File: config.mk
export PLATFORM = sky130hd
export DESIGN_NAME = noise_reducer_port
export DESIGN_NICKNAME = d
export VERILOG_FILES = /design/src/hw/nr_stream_pkg.sv /design/src/hw/noise_reducer_port.sv /design/src/hw/stream_slot.sv
export SDC_FILE = /design/constraint.sdc
export NUM_CORES = 1
export LEC_CHECK = 0
export BUFFER_PORTS_ARGS = -buffer_cell sky130_fd_sc_hd__buf_4
export CORE_MARGIN = 2
export CORE_UTILIZATION = 47
export DETAILED_ROUTE_END_ITERATION = 8
export PLACE_DENSITY = 0.7
export SYNTH_ARGS = -nofsm -noshare
export SYNTH_HDL_FRONTEND = slang
export SYNTH_SLANG_ARGS = --single-unit
export TNS_END_PERCENT = 20
File: constraint.sdc
create_clock -name ref_clk -period 3.9 [get_ports ref_clk]
set_input_delay 0.585 -clock ref_clk [delete_from_list [all_inputs] [get_ports ref_clk]]
set_output_delay 0.585 -clock ref_clk [all_outputs]
set_load 0.005 [all_outputs]
File: src/hw/nr_stream_pkg.sv
// Shared types, constants and the blend function for the noise reducer stream port.
// Assumes one clock, an asynchronous active-low reset and a global clock enable.
package nr_stream_pkg;
    localparam int PIX_W = 8;
    localparam int DATA_W = 16;
    localparam int LUMA_LO = 0;
    localparam int CHROMA_LO = 8;
    localparam int BLEND_SHIFT = 3;
    localparam int ACC_W = PIX_W + 4;
    localparam logic [3:0] BLEND_ONE = 4'h8;
    localparam logic [2:0] STRENGTH_DEF = 3'h4;
    // Answer codes a control port would use; this build has no such port.
    localparam logic [1:0] RESP_OKAY = 2'h0;
    localparam logic [1:0] RESP_ERROR = 2'h2;
    // No strobes, write answers or read data exist without a control port.

    // One stream beat: pixel word, frame start and line end.
    typedef struct packed
    {
        logic [DATA_W-1:0] data;
        logic sof;
        logic end_of_line;
    } beat_s;

    typedef struct packed
    {
        logic full;
        beat_s beat;
    } slot_s;

    typedef enum logic [0:0] {ALIGN, RUN} mode_e;

    typedef struct packed
    {
        mode_e mode;
        logic out_valid;
        beat_s out_beat;
    } core_s;

    // Weighted mix of current and previous sample; weight zero passes the current sample.
    function automatic logic [PIX_W-1:0] blend(input logic [PIX_W-1:0] cur, input logic [PIX_W-1:0] prv,
        input logic [2:0] k);
        logic [ACC_W-1:0] acc;
        acc = ACC_W'(cur) * ACC_W'(BLEND_ONE - {1'b0, k}) + ACC_W'(prv) * ACC_W'(k);
        blend = acc[PIX_W+BLEND_SHIFT-1:BLEND_SHIFT];
    endfunction
endpackage

File: src/hw/noise_reducer_port.sv
// Stream port of the noise reducer: two buffered inputs aligned at frame start, one blended output.
// Assumes upstream sources hold offered beats and that gated masters feed it through a FIFO.
`timescale 1ns/1ns
module noise_reducer_port
#(
    parameter logic [2:0] STRENGTH = nr_stream_pkg::STRENGTH_DEF
)
(
    input wire logic ref_clk,
    input wire logic rst_b,
    input wire logic clk_en,
    input wire logic curr_valid,
    output logic curr_ready,
    input nr_stream_pkg::beat_s curr_beat,
    input wire logic prev_valid,
    output logic prev_ready,
    input nr_stream_pkg::beat_s prev_beat,
    output logic out_valid,
    input wire logic out_ready,
    output nr_stream_pkg::beat_s out_beat
);
    import nr_stream_pkg::*;

    core_s r;
    core_s nxt;
    logic c_valid;
    logic c_pop;
    beat_s c_beat;
    logic p_valid;
    logic p_pop;
    beat_s p_beat;
    logic out_free;
    logic pair_ok;

    // Buffers in front of both inputs; only the buffer outputs are examined for alignment.
    stream_slot u_curr
    (
        .ref_clk(ref_clk),
        .rst_b(rst_b),
        .clk_en(clk_en),
        .in_valid(curr_valid),
        .in_ready(curr_ready),
        .in_beat(curr_beat),
        .out_valid(c_valid),
        .out_ready(c_pop),
        .out_beat(c_beat)
    );

    stream_slot u_prev
    (
        .ref_clk(ref_clk),
        .rst_b(rst_b),
        .clk_en(clk_en),
        .in_valid(prev_valid),
        .in_ready(prev_ready),
        .in_beat(prev_beat),
        .out_valid(p_valid),
        .out_ready(p_pop),
        .out_beat(p_beat)
    );

    assign out_valid = r.out_valid;
    assign out_beat = r.out_beat;
    assign out_free = !r.out_valid || out_ready;
    assign pair_ok = c_valid && p_valid && (c_beat.sof == p_beat.sof);

    // Alignment and processing; every change waits for the clock enable so a frozen cycle holds all state.
    always_comb
    begin
        nxt = r;
        c_pop = 1'b0;
        p_pop = 1'b0;
        if (clk_en)
        begin
            if (r.out_valid && out_ready)
            begin
                nxt.out_valid = 1'b0;
            end
            case (r.mode)
                ALIGN:
                begin
                    // A buffered frame start stays put, which drops that input's ready.
                    p_pop = p_valid && !p_beat.sof;
                    c_pop = c_valid && !c_beat.sof;
                    if (c_valid && c_beat.sof && p_valid && p_beat.sof)
                    begin
                        nxt.mode = RUN;
                    end
                end
                RUN:
                begin
                    if (c_valid && p_valid && !pair_ok)
                    begin
                        nxt.mode = ALIGN;
                    end
                    else if (pair_ok && out_free)
                    begin
                        c_pop = 1'b1;
                        p_pop = 1'b1;
                        nxt.out_valid = 1'b1;
                        // Only active pixels ever arrive here, so no blanking is forwarded.
                        nxt.out_beat.data[LUMA_LO+:PIX_W] = blend(c_beat.data[LUMA_LO+:PIX_W],
                            p_beat.data[LUMA_LO+:PIX_W], STRENGTH);
                        nxt.out_beat.data[CHROMA_LO+:PIX_W] = blend(c_beat.data[CHROMA_LO+:PIX_W],
                            p_beat.data[CHROMA_LO+:PIX_W], STRENGTH);
                        nxt.out_beat.sof = c_beat.sof;
                        nxt.out_beat.end_of_line = c_beat.end_of_line;
                    end
                end
                default:
                begin
                    nxt.mode = ALIGN;
                end
            endcase
        end
    end

    // Starting in alignment means the first frame is always matched before anything leaves.
    always_ff @(posedge ref_clk or negedge rst_b)
    begin
        if (!rst_b)
        begin
            r <= '0;
        end
        else
        begin
            r <= nxt;
        end
    end
endmodule

File: src/hw/stream_slot.sv
// One-beat input buffer for a video stream input.
// Assumes the reader pops only while the clock enable is high.
`timescale 1ns/1ns
module stream_slot
(
    input wire logic ref_clk,
    input wire logic rst_b,
    input wire logic clk_en,
    input wire logic in_valid,
    output logic in_ready,
    input nr_stream_pkg::beat_s in_beat,
    output logic out_valid,
    input wire logic out_ready,
    output nr_stream_pkg::beat_s out_beat
);
    import nr_stream_pkg::*;

    slot_s r;
    slot_s nxt;

    // Ready only while enabled, so a beat offered in a frozen cycle is never half taken.
    assign in_ready = clk_en && (!r.full || out_ready);
    assign out_valid = r.full;
    assign out_beat = r.beat;

    // A beat is taken only on ready and valid together.
    always_comb
    begin
        nxt = r;
        if (clk_en)
        begin
            if (r.full && out_ready)
            begin
                nxt.full = 1'b0;
            end
            if (in_valid && in_ready)
            begin
                nxt.full = 1'b1;
                nxt.beat = in_beat;
            end
        end
    end

    always_ff @(posedge ref_clk or negedge rst_b)
    begin
        if (!rst_b)
        begin
            r <= '0;
        end
        else
        begin
            r <= nxt;
        end
    end
endmodule

==> impl_metrics.toml <==
[yosys]
synth_seq_cells = 57
yosys_warnings = 0
synth_area_mm2 = 0.003137
avgSynthCellArea_um2 = 11.45
synthDistinctLibCells = 40
synth_nets = 332
synth.most_common_cell = "dfrtp_1"
yosysTopAreaCell = "dfrtp_1"
ys_seq_area_share_pct = 45.47
synth_commonest_cells = "57 x dfrtp_1, 37 x nand2_1, 20 x mux2_4"
synth_edf_count = 0
ys.flop_type = "dfrtp_1"
synthArstFlopShare_pct = 100.0
yosys-top-cells-area = "dfrtp_1 45%, mux2_4 9.6%, ha_1 5.6%"
netlist_instances = 274
synth_top_cell_area_share_pct = 45.47

[outcome]
status = "complete, no violations"

[drt]
antenna_left = 0
drt_iter0_drc = 84
drt_wl_total_um = 6051
wl_per_cell_um = 15.05
vias = 2188
drc = 0
first_pass_iters = 4
via_per_inst = 5.443

[critical_path]
path_depth = 5
reg2regPathDepth = 5
start_kind = "flip-flop"
critPathBufInv = 1
crit_chain = "xnor2_2, nand4_1, buf_4, a211o_1, nand3_1"
cp-end-kind = "flip-flop"
critPathMaxStageDelay_ns = 0.71
path_class = "reg -> reg"
worstPathRequired_ns = 4.17
path_max_fanout = 20
arrival_ns = 2.62
crit_path_top_delay_cell = "nand4_1"
cp_top_family = "simple AND/OR/NAND/NOR gates"

[clock_tree]
cts_resized = 0
clk_pin_slew_ns = 0.06
insertion_delay_ns = 0.33
cts_buffers = 9
htree_num_levels = 3
cts.sinks = 57
cts_setup_buffers = 0
postCtsHoldBufs = 0
cts_root_buf = "clkbuf_8"
cts_buffer_depth = 2
cts_tree = "yes"

[floorplan]
die_w_um = 85.70
die-area_mm2 = 0.007344
core_area_mm2 = 0.006386
start_util_pct = 49.12
row_count = 29
fp.dieH_um = 85.70
ios = 63

[power_and_ir_drop]
p_per_area_mw_per_mm2 = 888.6
clkPwrFrac_pct = 17.4
p_leak_nw = 1.765
p_seq_share_pct = 34.0
pwr-share-comb_pct = 48.7
ir_drop_v = 0.0004403
p_sw_share_pct = 36.66
p_int_mw = 2.087
switchingPower_mw = 1.208

[timing]
setup_viol = 0
slew_headroom_pct = 45.53
tightest_slew_ns = 0.8146
tns_ns = 0
skew_ns = 0.009337
slew_violations = 0
fin_crit_ns = 2.350
rsz0062_at_grt = "no"
clock.fmax_mhz = 425.6
finalHoldViolCount = 0
finalCritPeriodShare_pct = 60.25

[placement]
dp.cells = 386
gp_congestion = 0.8622
dp.final_hpwl_um = 4251
port_buffers = 61

[global_route]
first_global_vias = 2176
grt_use_total_pct = 17.89
grt_pass1_wl_um = 10200
grt_max_degree = 58
antenna_found_initial = 0
overflow = 0

[flow_run]
cap_violations = 0

[finish]
nNetsFinal = 378
layout-drive-gt1-share_pct = 36.92
layout.cells.non_filler = 402
antenna_cells = 0
area_growth_syn_to_layout_pct = 18.23

[hold_path]
hold_path_class = "in -> async"
[power by group through the flow]
stage	clock, mW	sequential, mW	combinational, mW
2_1_floorplan	0	1.04	1.35
3_3_place_gp	0	1.12	1.56
3_5_place_dp	0	1.13	1.60
4_1_cts	0.586	1.13	1.61
5_1_grt	0.615	1.17	1.80
6_report	0.572	1.12	1.60
[cells in the final DEF (no fill, tap or decap), types with 3 or more instances in the layout]
master	netlist	layout
a211oi_1	6	6
a21o_1	9	9
a21oi_1	8	8
and2_1	3	3
and3_1	3	3
buf_4	18	62
clkbuf_8	0	12
dfrtp_1	57	57
ha_1	14	14
inv_1	4	4
mux2_2	13	13
mux2_4	20	20
nand2_1	37	37
nand3_1	5	5
nand4_1	6	6
nor2_1	9	9
o21ai_0	13	13
o31ai_1	6	6
xnor2_1	4	4
[stage by stage]
step	total power [mW]	instance area (um^2)	hold slack [ns]	setup WS, ns	utilization (%)
2_1_floorplan	2.393	3137	0.2894	1.956	-
3_3_place_gp	2.684	3501	0.4588	1.470	54.82
3_5_place_dp	2.730	3501	0.4644	1.441	54.82
4_1_cts	3.323	3709	0.3270	1.551	58.07
5_1_grt	3.587	3709	0.3600	1.354	58.07
6_report	3.295	3709	0.2925	1.550	58.07
[layout make-up]
type,count,area (um^2)
multi-input cells,186,1498
repair buffers,62,465.4
clock inverters,2,35.03
fillers,541,2678
clock buffers,14,172.7
flip-flops and latches,57,1426
well taps,77,96.34
inverters,4,15.01
[state kept, by name, summed over array words and instances, names as in the netlist]
name / count
out_beat: 18
u_curr.out_beat: 18
u_prev.out_beat: 17
out_valid: 1
r: 1
u_curr.out_valid: 1
u_prev.out_valid: 1
[metal layers]
layer | track usage [%] | routed length (um) | vias to the layer above
met5 | 0 | 0 | -
met4 | 9.524 | 160 | 0
met3 | 3.946 | 284 | 11
met2 | 26.49 | 2777 | 69
met1 | 24.59 | 2828 | 1048
li1 | - | - | 1060
[cells by family after synthesis]
logic type / after synthesis / synth area share (%)
buf+inv: 31 / 6.781
mux: 35 / 14.88
xor+xnor: 5 / 1.635
compound gates: 56 / 12.80
fa+ha+maj: 16 / 6.861
simple gates: 74 / 11.57
flops: 57 / 45.47
[final timing paths]
kind | start | end | slack (ns)
min reg2reg | out_beat[2] | out_beat[2] | 0.48
max reg2reg | u_prev.out_beat[1] | out_beat[14] | 1.55
min in group ref_clk | out_beat[2] | out_beat[2] | 0.48
max in group asynchronous | rst_b | out_beat[0] | 3.11
max | u_prev.out_beat[1] | out_beat[14] | 1.55
min | rst_b | u_prev.out_beat[2] | 0.29
No activity file was read; power rests on OpenSTA's default activity.
